--- config.mk ---
export PLATFORM = sky130hd
export DESIGN_NAME = vlpc_ctrl
export DESIGN_NICKNAME = d
export VERILOG_FILES = /design/src/design/vlpc_pkg.sv /design/src/design/vlpc_ctrl.sv
export SDC_FILE = /design/constraint.sdc
export NUM_CORES = 2
export LEC_CHECK = 0
export ABC_AREA = 1
export BUFFER_PORTS_ARGS = -buffer_cell sky130_fd_sc_hd__buf_2
export CORE_MARGIN = 4
export CORE_UTILIZATION = 50
export DETAILED_ROUTE_END_ITERATION = 10
export PLACE_DENSITY = 0.78
export SYNTH_ARGS = -nofsm -noshare
export SYNTH_HDL_FRONTEND = slang
export SYNTH_SLANG_ARGS = --single-unit
--- constraint.sdc ---
create_clock -name clk -period 11.7 [get_ports clk]
set_input_delay 1.17 -clock clk [delete_from_list [all_inputs] [get_ports clk]]
set_output_delay 1.17 -clock clk [all_outputs]
set_load 0.05 [all_outputs]
--- src/design/vlpc_pkg.sv ---
package vlpc_pkg;
   // Configuration space word indices
   localparam logic [5:0] OFS_CMD     = 6'h00;
   localparam logic [5:0] OFS_STATUS  = 6'h01;
   localparam logic [5:0] OFS_EVMODE  = 6'h02;
   localparam logic [5:0] OFS_MEMST   = 6'h03;
   localparam logic [5:0] OFS_MININV  = 6'h04;
   localparam logic [5:0] OFS_RCBASE  = 6'h05;
   localparam logic [5:0] OFS_HDRBASE = 6'h06;
   localparam logic [5:0] OFS_LMODE   = 6'h08;
   localparam logic [5:0] OFS_HOFS    = 6'h0c;
   localparam logic [5:0] OFS_HLOW    = 6'h10;
   localparam logic [5:0] OFS_HUP     = 6'h14;
   // Command bits
   localparam int CMD_START = 0;
   localparam int CMD_STOP  = 1;
   localparam int CMD_RESET = 2;
   // Link mode bits
   localparam int LM_BYTE = 0;
   localparam int LM_MASK = 1;
   localparam int LM_HLEN = 2;
   // Header control word top byte fields
   localparam int HC_TYPE_LO = 24;
   localparam int HC_LINK_LO = 26;
   localparam int HC_IN_OK   = 28;
   localparam int HC_OUT_OK  = 29;
   localparam logic [1:0] HT_LONG = 2'h0;
   localparam logic [1:0] HT_ONE  = 2'h1;
   localparam logic [1:0] HT_TWO  = 2'h2;
   // Status layout
   localparam int ST_CODE_LO = 16;
   localparam int ST_LINK_LO = 18;
   localparam int ST_VALID   = 31;
   localparam logic [1:0] ERR_HEADER   = 2'h1;
   localparam logic [1:0] ERR_SHORT    = 2'h2;
   localparam logic [1:0] ERR_OVERSIZE = 2'h3;
   // Packet kinds
   localparam logic [1:0] PK_FRAG = 2'h0;
   localparam logic [1:0] PK_ACK  = 2'h1;
   localparam logic [1:0] PK_LAST = 2'h2;
   // Control block mapping and packet sizes
   localparam logic [31:0] CB_BASE  = 32'h80000040;
   localparam int          CB_SHIFT = 5;
   localparam logic [6:0]  PKT_MAX  = 7'h20;
   localparam logic [31:0] CNT_OVERRUN = 32'hffffffff;
   localparam logic [31:0] RC_STRIDE_SHIFT = 32'h00000003;
   localparam logic [31:0] REG_RESET = 32'h00000000;
   typedef enum logic [1:0] {HALTED, RUNNING, STOPPED} vlpc_state_type;
endpackage : vlpc_pkg

--- src/design/vlpc_ctrl.sv ---
`timescale 1ns/100ps
module vlpc_ctrl (
   input  wire logic        clk,
   input  wire logic        sys_rst,
   input  wire logic        cfg_wr,
   input  wire logic        cfg_rd,
   input  wire logic [5:0]  cfg_addr,
   input  wire logic [31:0] cfg_wdata,
   output logic      [31:0] cfg_rdata,
   output logic             cfg_rvalid,
   output logic             cp_running,
   output logic      [3:0]  event_dir,
   input  wire logic [31:0] chan_addr,
   output logic             chan_internal,
   output logic             chan_invalid,
   output logic             chan_virtual,
   input  wire logic [31:0] rc_index,
   output logic      [31:0] rc_addr,
   input  wire logic        rx_valid,
   output logic             rx_ready,
   input  wire logic [1:0]  rx_link,
   input  wire logic [15:0] rx_hdr,
   input  wire logic        rx_hdr_ok,
   input  wire logic [6:0]  rx_len,
   input  wire logic        rx_eom,
   input  wire logic [31:0] rx_room,
   output logic             out_valid,
   input  wire logic        out_ready,
   output logic      [31:0] out_cb_addr,
   output logic      [1:0]  out_kind,
   output logic      [1:0]  out_link,
   output logic      [31:0] out_count,
   output logic             err_serious,
   input  wire logic        tx_req,
   input  wire logic        tx_is_ack,
   input  wire logic        tx_acked,
   input  wire logic [31:0] tx_hcw,
   output logic             tx_ready,
   output logic             tx_done,
   output logic             tx_refused,
   output logic      [1:0]  tx_phys_link,
   output logic      [23:0] tx_hdr_bytes,
   output logic      [7:0]  tx_hdr_len,
   output logic             tx_hdr_long,
   output logic      [31:0] tx_hdr_addr,
   output logic             tx_list_word
);
   vlpc_pkg::vlpc_state_type state_q, state_d;
   logic [31:0] status_q;
   logic [3:0]  evmode_q;
   logic [31:0] memst_q, mininv_q, rcbase_q, hdrbase_q;
   logic [2:0]  lmode_q [4];
   logic [31:0] hofs_q [4];
   logic [31:0] hlow_q [4];
   logic [31:0] hup_q [4];
   logic [31:0] cfg_rdata_q;
   logic        cfg_rvalid_q;
   logic        err_q;

   // Command decode; a write with zero or several bits set does nothing
   wire cmd_wr     = cfg_wr && (cfg_addr == vlpc_pkg::OFS_CMD);
   wire cmd_onehot = (cfg_wdata[2:0] == 3'h1) || (cfg_wdata[2:0] == 3'h2)
                     || (cfg_wdata[2:0] == 3'h4);
   wire cmd_start  = cmd_wr && cmd_onehot && cfg_wdata[vlpc_pkg::CMD_START];
   wire cmd_stop   = cmd_wr && cmd_onehot && cfg_wdata[vlpc_pkg::CMD_STOP];
   wire cmd_reset  = cmd_wr && cmd_onehot && cfg_wdata[vlpc_pkg::CMD_RESET];
   wire cfg_clr    = sys_rst || cmd_reset;
   wire st_wr      = cfg_wr && (cfg_addr == vlpc_pkg::OFS_STATUS);

   // Run state: stop only blocks sending, receive keeps going
   always_comb begin
      state_d = state_q;
      unique case (state_q)
         vlpc_pkg::HALTED:  if (cmd_start) state_d = vlpc_pkg::RUNNING;
         vlpc_pkg::RUNNING: if (cmd_stop) state_d = vlpc_pkg::STOPPED;
         vlpc_pkg::STOPPED: if (cmd_start) state_d = vlpc_pkg::RUNNING;
      endcase
      if (cmd_reset) state_d = vlpc_pkg::HALTED;
   end

   // Run state register
   always_ff @(posedge clk) begin
      if (sys_rst) state_q <= vlpc_pkg::HALTED;
      else state_q <= state_d;
   end

   assign cp_running = (state_q == vlpc_pkg::RUNNING);

   // Global configuration words
   always_ff @(posedge clk) begin
      if (cfg_clr) begin
         evmode_q  <= 4'h0;
         memst_q   <= vlpc_pkg::REG_RESET;
         mininv_q  <= vlpc_pkg::REG_RESET;
         rcbase_q  <= vlpc_pkg::REG_RESET;
         hdrbase_q <= vlpc_pkg::REG_RESET;
      end else if (cfg_wr) begin
         if (cfg_addr == vlpc_pkg::OFS_EVMODE) evmode_q <= cfg_wdata[3:0];
         if (cfg_addr == vlpc_pkg::OFS_MEMST) memst_q <= cfg_wdata;
         if (cfg_addr == vlpc_pkg::OFS_MININV) mininv_q <= cfg_wdata;
         if (cfg_addr == vlpc_pkg::OFS_RCBASE) rcbase_q <= cfg_wdata;
         if (cfg_addr == vlpc_pkg::OFS_HDRBASE) hdrbase_q <= cfg_wdata;
      end
   end

   // Per-link mode, offset and header window registers
   for (genvar l = 0; l < 4; l++) begin : g_link
      wire [5:0] li = 6'(l);
      always_ff @(posedge clk) begin
         if (cfg_clr) begin
            lmode_q[l] <= 3'h0;
            hofs_q[l]  <= vlpc_pkg::REG_RESET;
            hlow_q[l]  <= vlpc_pkg::REG_RESET;
            hup_q[l]   <= vlpc_pkg::REG_RESET;
         end else if (cfg_wr) begin
            if (cfg_addr == vlpc_pkg::OFS_LMODE + li) lmode_q[l] <= cfg_wdata[2:0];
            if (cfg_addr == vlpc_pkg::OFS_HOFS + li) hofs_q[l] <= cfg_wdata;
            if (cfg_addr == vlpc_pkg::OFS_HLOW + li) hlow_q[l] <= cfg_wdata;
            if (cfg_addr == vlpc_pkg::OFS_HUP + li) hup_q[l] <= cfg_wdata;
         end
      end
   end

   // Read mux; the command word and unmapped words read as zero
   wire [1:0] ra = cfg_addr[1:0];
   wire [31:0] rd_mux =
      (cfg_addr == vlpc_pkg::OFS_STATUS)  ? status_q :
      (cfg_addr == vlpc_pkg::OFS_EVMODE)  ? {28'h0, evmode_q} :
      (cfg_addr == vlpc_pkg::OFS_MEMST)   ? memst_q :
      (cfg_addr == vlpc_pkg::OFS_MININV)  ? mininv_q :
      (cfg_addr == vlpc_pkg::OFS_RCBASE)  ? rcbase_q :
      (cfg_addr == vlpc_pkg::OFS_HDRBASE) ? hdrbase_q :
      (cfg_addr[5:2] == vlpc_pkg::OFS_LMODE[5:2]) ? {29'h0, lmode_q[ra]} :
      (cfg_addr[5:2] == vlpc_pkg::OFS_HOFS[5:2])  ? hofs_q[ra] :
      (cfg_addr[5:2] == vlpc_pkg::OFS_HLOW[5:2])  ? hlow_q[ra] :
      (cfg_addr[5:2] == vlpc_pkg::OFS_HUP[5:2])   ? hup_q[ra] : 32'h0;

   always_ff @(posedge clk) begin
      if (sys_rst) begin
         cfg_rdata_q  <= 32'h0;
         cfg_rvalid_q <= 1'b0;
      end else begin
         cfg_rvalid_q <= cfg_rd;
         if (cfg_rd) cfg_rdata_q <= rd_mux;
      end
   end

   assign cfg_rdata  = cfg_rdata_q;
   assign cfg_rvalid = cfg_rvalid_q;
   assign event_dir  = evmode_q;

   // Channel address classes, compared as signed addresses
   assign chan_internal = $signed(chan_addr) >= $signed(memst_q);
   assign chan_invalid  = !chan_internal
                          && ($signed(chan_addr) >= $signed(mininv_q));
   assign chan_virtual  = !chan_internal && !chan_invalid;
   assign rc_addr = rcbase_q + (rc_index << vlpc_pkg::RC_STRIDE_SHIFT);

   // Receive classification; header width follows the link's length bit
   logic [1:0] buf_cnt_q;
   wire [2:0]  rx_mode = lmode_q[rx_link];
   wire [31:0] hval = rx_mode[vlpc_pkg::LM_HLEN] ? {16'h0, rx_hdr} : {24'h0, rx_hdr[7:0]};
   wire out_win  = (hval < hlow_q[rx_link]) || (hval > hup_q[rx_link]);
   wire hdr_bad  = !rx_hdr_ok || out_win;
   wire oversize = rx_len > vlpc_pkg::PKT_MAX;
   wire short_nt = !rx_eom && (rx_len != 7'h0) && (rx_len < vlpc_pkg::PKT_MAX);
   wire masked   = out_win && rx_hdr_ok && rx_mode[vlpc_pkg::LM_MASK];
   // Mask hides only window misses, never length errors
   wire hdr_err  = hdr_bad && !masked;
   wire rx_take  = rx_valid && rx_ready;
   wire rx_good  = rx_take && !hdr_bad && !oversize && !short_nt;
   wire rx_err   = rx_take && (hdr_err || oversize || short_nt);
   wire [1:0] err_code = hdr_err ? vlpc_pkg::ERR_HEADER :
                         oversize ? vlpc_pkg::ERR_OVERSIZE : vlpc_pkg::ERR_SHORT;
   wire [31:0] cb_addr = vlpc_pkg::CB_BASE
                         + ((hval - hofs_q[rx_link]) << vlpc_pkg::CB_SHIFT);
   wire [1:0] kind = rx_eom ? vlpc_pkg::PK_LAST :
                     (rx_len == 7'h0) ? vlpc_pkg::PK_ACK : vlpc_pkg::PK_FRAG;
   wire [31:0] cnt = ({25'h0, rx_len} > rx_room) ? vlpc_pkg::CNT_OVERRUN
                                                 : {25'h0, rx_len};
   // Accepting while halted would let packets in before the tables are set up
   assign rx_ready = (state_q != vlpc_pkg::HALTED) && (buf_cnt_q != 2'h2);

   // Error capture: first error wins, a status write clears, capture beats clear
   wire cap = rx_err && (!status_q[vlpc_pkg::ST_VALID] || st_wr);
   always_ff @(posedge clk) begin
      if (cfg_clr) status_q <= 32'h0;
      else if (cap) status_q <= {1'b1, 11'h0, rx_link, err_code, rx_hdr};
      else if (st_wr) status_q <= 32'h0;
   end

   // One-cycle serious error pulse
   always_ff @(posedge clk) begin
      if (sys_rst) err_q <= 1'b0;
      else err_q <= rx_err;
   end

   assign err_serious = err_q;

   // Two-entry buffer so a stalled consumer loses no descriptor
   // Entry: block address, kind, link, count
   // Count, not pointers, tells full from empty
   logic [67:0] buf_q [2];
   logic        wp_q, rp_q;
   wire push = rx_good;
   wire pop  = out_valid && out_ready;
   always_ff @(posedge clk) begin
      if (cfg_clr) begin
         wp_q <= 1'b0;
         rp_q <= 1'b0;
         buf_cnt_q <= 2'h0;
      end else begin
         if (push) wp_q <= !wp_q;
         if (pop) rp_q <= !rp_q;
         buf_cnt_q <= buf_cnt_q + {1'b0, push} - {1'b0, pop};
      end
   end

   // Storage needs no reset; the count guards it
   always_ff @(posedge clk) begin
      if (push) buf_q[wp_q] <= {cb_addr, kind, rx_link, cnt};
   end

   assign out_valid   = (buf_cnt_q != 2'h0);
   assign out_cb_addr = buf_q[rp_q][67:36];
   assign out_kind    = buf_q[rp_q][35:34];
   assign out_link    = buf_q[rp_q][33:32];
   assign out_count   = buf_q[rp_q][31:0];

   // Send request decode from the header control word
   wire [1:0] ht    = tx_hcw[vlpc_pkg::HC_TYPE_LO +: 2];
   wire [1:0] tlink = tx_hcw[vlpc_pkg::HC_LINK_LO +: 2];
   wire tx_byte = lmode_q[tlink][vlpc_pkg::LM_BYTE];
   wire tx_ok = !tx_byte && (tx_is_ack ? tx_hcw[vlpc_pkg::HC_IN_OK]
                : (tx_hcw[vlpc_pkg::HC_OUT_OK] && tx_acked));
   wire [7:0] hlen = (ht == vlpc_pkg::HT_LONG) ? tx_hcw[23:16] :
                     (ht == vlpc_pkg::HT_ONE) ? 8'h01 :
                     (ht == vlpc_pkg::HT_TWO) ? 8'h02 : 8'h03;
   assign tx_ready = cp_running;
   wire tx_take = tx_req && tx_ready;

   logic        tx_done_q, tx_ref_q, tx_long_q, tx_list_q;
   logic [1:0]  tx_link_q;
   logic [23:0] tx_hb_q;
   logic [7:0]  tx_hl_q;
   logic [31:0] tx_ha_q;
   // Completion and refusal pulses
   always_ff @(posedge clk) begin
      if (cfg_clr) begin
         tx_done_q <= 1'b0;
         tx_ref_q  <= 1'b0;
      end else begin
         tx_done_q <= tx_take && tx_ok;
         tx_ref_q  <= tx_take && !tx_ok;
      end
   end

   // Per-packet header results, held until the next completed request; refused requests leave them unchanged
   always_ff @(posedge clk) begin
      if (cfg_clr) begin
         tx_link_q <= 2'h0;
         tx_hb_q   <= 24'h0;
         tx_hl_q   <= 8'h0;
         tx_long_q <= 1'b0;
         tx_ha_q   <= 32'h0;
         tx_list_q <= 1'b0;
      end else if (tx_take && tx_ok) begin
         tx_link_q <= tlink;
         tx_hb_q   <= tx_hcw[23:0];
         tx_hl_q   <= hlen;
         tx_long_q <= (ht == vlpc_pkg::HT_LONG);
         tx_ha_q   <= hdrbase_q + {16'h0, tx_hcw[15:0]};
         tx_list_q <= tx_is_ack;
      end
   end

   assign tx_done      = tx_done_q;
   assign tx_refused   = tx_ref_q;
   assign tx_phys_link = tx_link_q;
   assign tx_hdr_bytes = tx_hb_q;
   assign tx_hdr_len   = tx_hl_q;
   assign tx_hdr_long  = tx_long_q;
   assign tx_hdr_addr  = tx_ha_q;
   assign tx_list_word = tx_list_q;

   // Checks
   cmd_multi_a: assert property (@(posedge clk) disable iff (sys_rst)
      cmd_wr && !cmd_onehot |=> state_q == $past(state_q))
      else $error("multi-bit command changed state");
   stop_keeps_a: assert property (@(posedge clk) disable iff (sys_rst)
      state_q == vlpc_pkg::STOPPED |-> !tx_ready && (buf_cnt_q == 2'h2 || rx_ready))
      else $error("stopped state wrong handshakes");
   reset_cmd_a: assert property (@(posedge clk) disable iff (sys_rst)
      cmd_reset |=> state_q == vlpc_pkg::HALTED && memst_q == 32'h0 && status_q == 32'h0)
      else $error("reset command did not clear");
   first_err_a: assert property (@(posedge clk) disable iff (sys_rst)
      status_q[vlpc_pkg::ST_VALID] && !st_wr && !cmd_reset |=> $stable(status_q))
      else $error("later error overwrote capture");
   st_clear_a: assert property (@(posedge clk) disable iff (sys_rst)
      st_wr && !rx_err && !cmd_reset |=> status_q == 32'h0)
      else $error("status write did not clear");
   cb_map_a: assert property (@(posedge clk) disable iff (sys_rst)
      push && buf_cnt_q == 2'h0 |=> out_cb_addr[4:0] == 5'h0 && out_valid)
      else $error("control block address misaligned");
   serious_err_a: assert property (@(posedge clk) disable iff (sys_rst)
      rx_take && oversize |=> err_serious ##0 !out_valid || $past(buf_cnt_q) != 2'h0)
      else $error("oversize packet not flagged");
   overrun_cnt_a: assert property (@(posedge clk) disable iff (sys_rst)
      push && buf_cnt_q == 2'h0 && ({25'h0, rx_len} > rx_room)
      |=> out_count == vlpc_pkg::CNT_OVERRUN)
      else $error("overrun count not minus one");
   chan_class_a: assert property (@(posedge clk) disable iff (sys_rst)
      $onehot({chan_internal, chan_invalid, chan_virtual}))
      else $error("channel class not exclusive");
endmodule : vlpc_ctrl

# Word level (Yosys, flattened, before mapping)
# Memory sizes are Yosys's and may differ from the RTL's. A register that Yosys moved wholly into a read port is not among the register bits.
# Cells that the tools add are included.
# word_totals
out_inout_bits	215
inputBits	202
romBits	0
word_cells	265
reg_bits	263
n_memories	5
ram_bits	532
latch_bits	0
# memory_table
name	words	word_bits	rd	rd_clocked_by_memory_dff	wr	line_no	source
buf_q	2	68	1	1	1	vlpc_ctrl.sv:203	logic [67:0] buf_q [2];
hlow_q	4	32	2	0	4	vlpc_ctrl.sv:54	logic [31:0] hlow_q [4];
hofs_q	4	32	2	0	4	vlpc_ctrl.sv:53	logic [31:0] hofs_q [4];
hup_q	4	32	2	0	4	vlpc_ctrl.sv:55	logic [31:0] hup_q [4];
lmode_q	4	3	3	0	4	vlpc_ctrl.sv:52	logic [2:0] lmode_q [4];
# op_classes
add_sub_neg	6
eq_ne	36
n_shift	0
n_bitwise	16
reduce_logical	63
mux	111
div	0
magnitude_cmp	7
multipliers	0
# ops
op	n
$mux W32	25
$mux W1	74
$ge A32 B32 Y1	2
$eq A6 B4 Y1 const B	8
$eq A6 B5 Y1 const B	8
$add A32 B16 Y32	1
$add A32 B32 Y32	1
$add A32 B32 Y32 const A	1
$gt A16 B32 Y1	1
$gt A7 B32 Y1	1
$lt A16 B32 Y1	1
$sub A16 B27 Y27	1
$logic_and A1 B1 Y1	26
$eq A6 B3 Y1 const B	3
$mux W16	1
$or A1 B1 Y1	16
$logic_not A1 Y1	13
$eq A6 B2 Y1 const B	2
$mux W3	4
$reduce_and A2 Y1	6
$mux W2	5
$eq A4 B2 Y1 const B	2
$eq A4 B3 Y1 const B	2
$logic_or A1 B1 Y1	8
other kinds (20)	27

# Depth between registers and ports, before layout
# An unclocked memory read counts as a cell.
# logic_depth
depth_word	13
mapped_depth	32
depth_no_buf	26

# Worst setup path after synthesis
# No wires, ideal clock.
# synth_timing
kind	input port to flip-flop
start	input rx_link[0]
end	memory buf_q[1][0] (enable)
path_slack_ns	5.709
setup_ns	0.437
t_required_ns	11.263
path_buffers	6
t_arrival_ns	5.555
path_stages	21
path_cell_list	buf_6 > buf_6 > buf_2 > buf_2 > clkbuf_1 > clkbuf_1 > nand2_1 > a32o_1 > ha_1 > nand4_1 > nor2_1 > nand2_1 > nor2_1 > nand3_1 > nand3_1 > inv_1 > nand2_1 > nand3_1 > nor3_1 > inv_1 > nor2_1
# synth_via
elab_chain_cells	11
elab_cells_between_ends	14
classes_between	2 x order compare; 3 x mux; 6 x reduce/logical; 3 x memory
# synth_lines
element	line_no	source
start, declared	vlpc_ctrl.sv:21	input wire logic [1:0] rx_link,
$mem_v2 Z4 W3	-	
$mux W16	vlpc_ctrl.sv:162	wire [31:0] hval = rx_mode[vlpc_pkg::LM_HLEN] ? {16'h0, rx_hdr} : {24'h0, rx_hdr[7:0]};
$lt A16 B32 Y1 / $gt A16 B32 Y1 (equally long branches)	vlpc_ctrl.sv:163	wire out_win = (hval < hlow_q[rx_link]) || (hval > hup_q[rx_link]);
$logic_or A1 B1 Y1 (*)	vlpc_ctrl.sv:163	
$logic_or A1 B1 Y1 (*)	vlpc_ctrl.sv:164	wire hdr_bad = !rx_hdr_ok || out_win;
$logic_not A1 Y1 (*)	vlpc_ctrl.sv:171	wire rx_good = rx_take && !hdr_bad && !oversize && !short_nt;
$logic_and A1 B1 Y1 (*) (3 in a row)	vlpc_ctrl.sv:171	
$mux W1 (*)	vlpc_ctrl.sv:221	if (push) buf_q[wp_q] <= {cb_addr, kind, rx_link, cnt};
$mux W1 (not written as such) (*)	vlpc_ctrl.sv:221	
end, declared	vlpc_ctrl.sv:203	
# Every way passes the cells marked *; elsewhere a longest branch is shown, timed or not.

# Worst setup path in the final report
# layout_timing
start	input rx_link[0]
end	register status_q[14]
# layout_via
elab_chain_cells	13
elab_cells_between_ends	18
classes_between	2 x order compare; 2 x mux; 11 x reduce/logical; 3 x memory
# layout_lines
element	line_no	source
$mem_v2 Z4 W3	-	
$mux W16	vlpc_ctrl.sv:162	
$lt A16 B32 Y1 / $gt A16 B32 Y1 (equally long branches)	vlpc_ctrl.sv:163	
$logic_or A1 B1 Y1	vlpc_ctrl.sv:163	
$logic_and A1 B1 Y1 (2 in a row)	vlpc_ctrl.sv:167	wire masked = out_win && rx_hdr_ok && rx_mode[vlpc_pkg::LM_MASK];
$logic_not A1 Y1	vlpc_ctrl.sv:169	wire hdr_err = hdr_bad && !masked;
$logic_and A1 B1 Y1 (*)	vlpc_ctrl.sv:169	
$logic_or A1 B1 Y1 (*) (2 in a row)	vlpc_ctrl.sv:172	wire rx_err = rx_take && (hdr_err || oversize || short_nt);
$logic_and A1 B1 Y1 (*)	vlpc_ctrl.sv:172	
$logic_and A1 B1 Y1 (*)	vlpc_ctrl.sv:185	wire cap = rx_err && (!status_q[vlpc_pkg::ST_VALID] || st_wr);
$mux W32 / $reduce_bool A2 Y1 (equally long branches)	-	
end signal, assigned	vlpc_ctrl.sv:188	else if (cap) status_q <= {1'b1, 11'h0, rx_link, err_code, rx_hdr};
end, declared	vlpc_ctrl.sv:49	logic [31:0] status_q;
# Marked as above.
# A chain may end at the register's enable or synchronous reset.

==> flow_metrics.env <==
export IMPL_post_cts_buffers=0
export IMPL_max_slew_margin_rel_pct=14.4
export IMPL_gpl_final_weighted_congestion=0.935
export IMPL_yosys_top_cells_area="sky130_fd_sc_hd__edfxtp_1, sky130_fd_sc_hd__dfxtp_1, sky130_fd_sc_hd__nor2_1"
export IMPL_fin_crit_ps=6980
export IMPL_timing_critical_path_max_delay_family="simple AND/OR/NAND/NOR gates"
export IMPL_post_cts_resized_instances=0
export IMPL_synthFlopType="sky130_fd_sc_hd__edfxtp_1"
export IMPL_grt_setup_unrepaired="false"
export IMPL_clkPwrFrac_pct=39.5
export IMPL_tightest_slew_ps=1280
export IMPL_layout_drive_gt1_share_pct=15.2
export IMPL_maximum_number_of_pins_on_one_net_before_global_route_repair=92
export IMPL_reg2reg_from="lmode_q[0][2]"
export IMPL_clock_sinks=738
export IMPL_synthDominantCellAreaShare_pct=36.0
export IMPL_initial_core_util_pct=50.8
export IMPL_final_nets=5181
export IMPL_synth_cell_types=66
export IMPL_netlist_top_cells_count="sky130_fd_sc_hd__nor2_1, sky130_fd_sc_hd__nand2_1, sky130_fd_sc_hd__edfxtp_1, sky130_fd_sc_hd__a21oi_1, sky130_fd_sc_hd__inv_1"
export IMPL_syn_mean_instance_area_um2=8.62
export IMPL_global_route_wire_length_before_repair_mm=199
export IMPL_synth_largest_area_cell="sky130_fd_sc_hd__edfxtp_1"
export IMPL_floorplan_io_pins=417
export IMPL_dpl_cell_count=5778
export IMPL_grt_antenna_before_repair=2
export IMPL_worstHoldStart="tx_hdr_long"
export IMPL_outcome="complete, no violations"
export IMPL_detail_route_antenna_nets=0
export IMPL_timing_max_transition_violations_final=0
export IMPL_detailedPlacementHpwl_mm=94.0
export IMPL_synth_yosys_seq_area_share_pct=49.3
export IMPL_drt_iter0_markers=5048
export IMPL_clock_tree_buffer_depth=3
export IMPL_worst_skew_pair_late_latency_ps=640
export IMPL_sum_of_overflow_across_all_layers_after_global_routing=0
export IMPL_design_power_total_uw=6180
export IMPL_timing_final_crit_share_pct=59.6
export IMPL_count_of_final_setup_violators=0
export IMPL_yosysMostFrequentCell="sky130_fd_sc_hd__nor2_1"
export IMPL_rr_worst_depth=19
export IMPL_crit_path_start="rx_link[0]"
export IMPL_cp_slowest_cell="sky130_fd_sc_hd__nand3_1"
export IMPL_synth_enable_flop_cells=474
export IMPL_crit_top_cell="sky130_fd_sc_hd__nand3_1"
export IMPL_worstPathRequired_ps=12250
export IMPL_track_usage_pct=31.0
export IMPL_cts_made_buffers=77
export IMPL_timing_hold_violations_final=0
export IMPL_min_delay_worst_endpoint="tx_hdr_long"
export IMPL_port_buffer_count=406
export IMPL_timing_worst_setup_path_type="in2reg"
export IMPL_netlist_area_um2=39600
export IMPL_routed_wl_mm=135
export IMPL_clock_skew_final_ps=24.4
export IMPL_timing_hold_worst_path_depth=2
export IMPL_worst_r2r_end="status_q[14]"
export IMPL_share_of_flip_flops_with_an_asynchronous_set_or_reset_pct=0
export IMPL_cts_max_level=3
export IMPL_utilization_pct=57.2
export IMPL_cts_root_buffer="sky130_fd_sc_hd__clkbuf_16"
export IMPL_switching_share_pct=27.7
export IMPL_worstSetupEndpointType="register"
export IMPL_worst_r2r_setup_slack_ps=6860
export IMPL_synth_warning_count=0
export IMPL_gate_power_share_pct=13.3
export IMPL_cellLeakagePower_uw=0.0181
export IMPL_timing_setup_tns_ps=0
export IMPL_hold_class="reg2reg"
export IMPL_fillerInstances=6698
export IMPL_timing_critical_path_slowest_cell_delay_ps=930
export IMPL_die_area_um2=83700
export IMPL_setup_crit_start_kind="primary input"
export IMPL_total_switching_power_uw=1710
export IMPL_die_h_um=289
export IMPL_cts_hold_buffers=0
export IMPL_clk_pin_slew_ps=60
export IMPL_crit_path_max_fanout=63
export IMPL_power_density_nw_per_um2=139
export IMPL_detailroute_via_count=36078
export IMPL_total_of_flip_flops_plus_latches_after_synthesis=738
export IMPL_critical_path_arrival_ps=7520
export IMPL_detailedRoute_firstPassIterationCount=6
export IMPL_power_sequential_fraction_pct=47.2
export IMPL_syn_instance_count=4592
export IMPL_detail_route_vias_per_cell=6.09
export IMPL_timing_fmax_mhz=143
export IMPL_std_cell_rows=102
export IMPL_placed_cell_area_um2=42100
export IMPL_post_drt_wl_per_cell_um=22.9
export IMPL_instances_no_fill=5922
export IMPL_first_global_vias=33764
export IMPL_critical_path_n_buffers_inverters=4
export IMPL_internal_power_uw=4470
export IMPL_synthToLayoutAreaGrowth_pct=12.8
export IMPL_drc_errors=0
export IMPL_tritoncts_clock_tree="done"
export IMPL_die_width_um=289
export IMPL_irDropWorstVdd_mv=0.101
export IMPL_timing_critical_path_cells="buf_4 -> clkinv_2 -> buf_4 -> nand2_1 -> nand3_2 -> nand2_4 -> nor2_1 -> ha_1 -> nand4_1 -> nor2_1 -> nand2_1 -> nor2_1 -> nand3_1 -> nand3_1 -> inv_1 -> nand2_1 -> nand3_1 -> nand2_1 -> nand4_1 -> nand3_1 -> nand3_1 -> a21oi_1"
export IMPL_cap_viol_max_count=0
export IMPL_layout_cell_area_non_filler_um2=44600
export IMPL_core_area_um2=78000
-- cell families after synthesis --
group           after synthesis  share of synthesized area, %
compound gates             1016                          15.1
other cells                   1                       0.00948
simple gates               1873                          20.3
fa+ha+maj                   162                          5.18
flops                       738                          49.3
buf+inv                     681                          6.95
xor+xnor                     81                          1.98
mux                          40                          1.13
-- metrics by stage --
stage	setup slack [ps]	hold WS, ps
2_1_floorplan	5710	441
3_3_place_gp	4460	433
3_5_place_dp	4350	446
4_1_cts	5000	457
5_1_grt	4300	476
6_report	4720	451
-- power groups by stage --
| stage | clock network, uW | registers, uW | logic (uW) |
|---|---|---|---|
| floorplan | 0 | 2990 | 506 |
| global placement | 0 | 2970 | 785 |
| detailed placement | 0 | 2970 | 799 |
| CTS | 2440 | 2920 | 803 |
| global route | 2550 | 2930 | 882 |
| finish | 2440 | 2920 | 822 |
-- layer usage --
layer,track usage [%],vias to the layer above,share of wire [%]
li1,-,16324,-
met3,7.07,504,12
met1,40.5,16846,37
met4,15.8,0,5.9
met2,48.4,2404,45
met5,0,-,0
-- placed cells by master (no fill, tap or decap), types with 68 or more instances in the layout --
master	synthesis	final
sky130_fd_sc_hd__o21ai_0	230	218
sky130_fd_sc_hd__dfxtp_1	264	263
sky130_fd_sc_hd__clkbuf_16	0	79
sky130_fd_sc_hd__nor2_1	696	685
sky130_fd_sc_hd__ha_1	159	159
sky130_fd_sc_hd__nand4_1	68	68
sky130_fd_sc_hd__nand2_1	694	691
sky130_fd_sc_hd__edfxtp_1	474	474
sky130_fd_sc_hd__inv_1	351	349
sky130_fd_sc_hd__a21oi_1	427	427
sky130_fd_sc_hd__nand3_1	258	246
sky130_fd_sc_hd__a22oi_1	81	81
sky130_fd_sc_hd__o22ai_1	86	86
sky130_fd_sc_hd__buf_2	9	405
-- how the worst max path moves through the flow --
| stage | cells past startpoint | slack, ps | to |
|---|---|---|---|
| 2_1_floorplan | 21 | 5710 | buf_q[1][0] |
| 3_3_place_gp | 22 | 4460 | status_q[6] |
| 3_5_place_dp | 22 | 4350 | status_q[14] |
| 4_1_cts | 22 | 5000 | status_q[14] |
| 5_1_grt | 22 | 4300 | status_q[14] |
| 6_report | 22 | 4720 | status_q[14] |
-- state kept, by name, indices dropped and copies added, names as in the netlist, 4 cells and up, named ones only --
signal	count
status_q	21
tx_hdr_bytes	24
lmode_q	12
mininv_q	32
memst_q	32
hofs_q	128
hup_q	128
cfg_rdata	32
tx_hdr_len	8
buf_q	78
rcbase_q	32
event_dir	4
hlow_q	128
hdrbase_q	32
tx_hdr_addr	32
-- final cells by class --
cell class              instances  area (um^2)  share of cell area, %
clock inverters                41          369                  0.827
well taps                    1040         1300                   2.92
clock buffers                 101         2110                   4.72
repair buffers                456         2410                   5.40
multi-input cells            3177        17500                   39.3
diodes                          2         5.00                 0.0112
inverters                     367         1380                   3.10
flip-flops and latches        738        19500                   43.7
-- tightest hold or removal path, stage by stage, from the launching register on --
cell and delay [ps]:
sky130_fd_sc_hd__dfxtp_1 310, sky130_fd_sc_hd__inv_1 50, sky130_fd_sc_hd__a21oi_1 50
(Power assumes the default switching activity.)
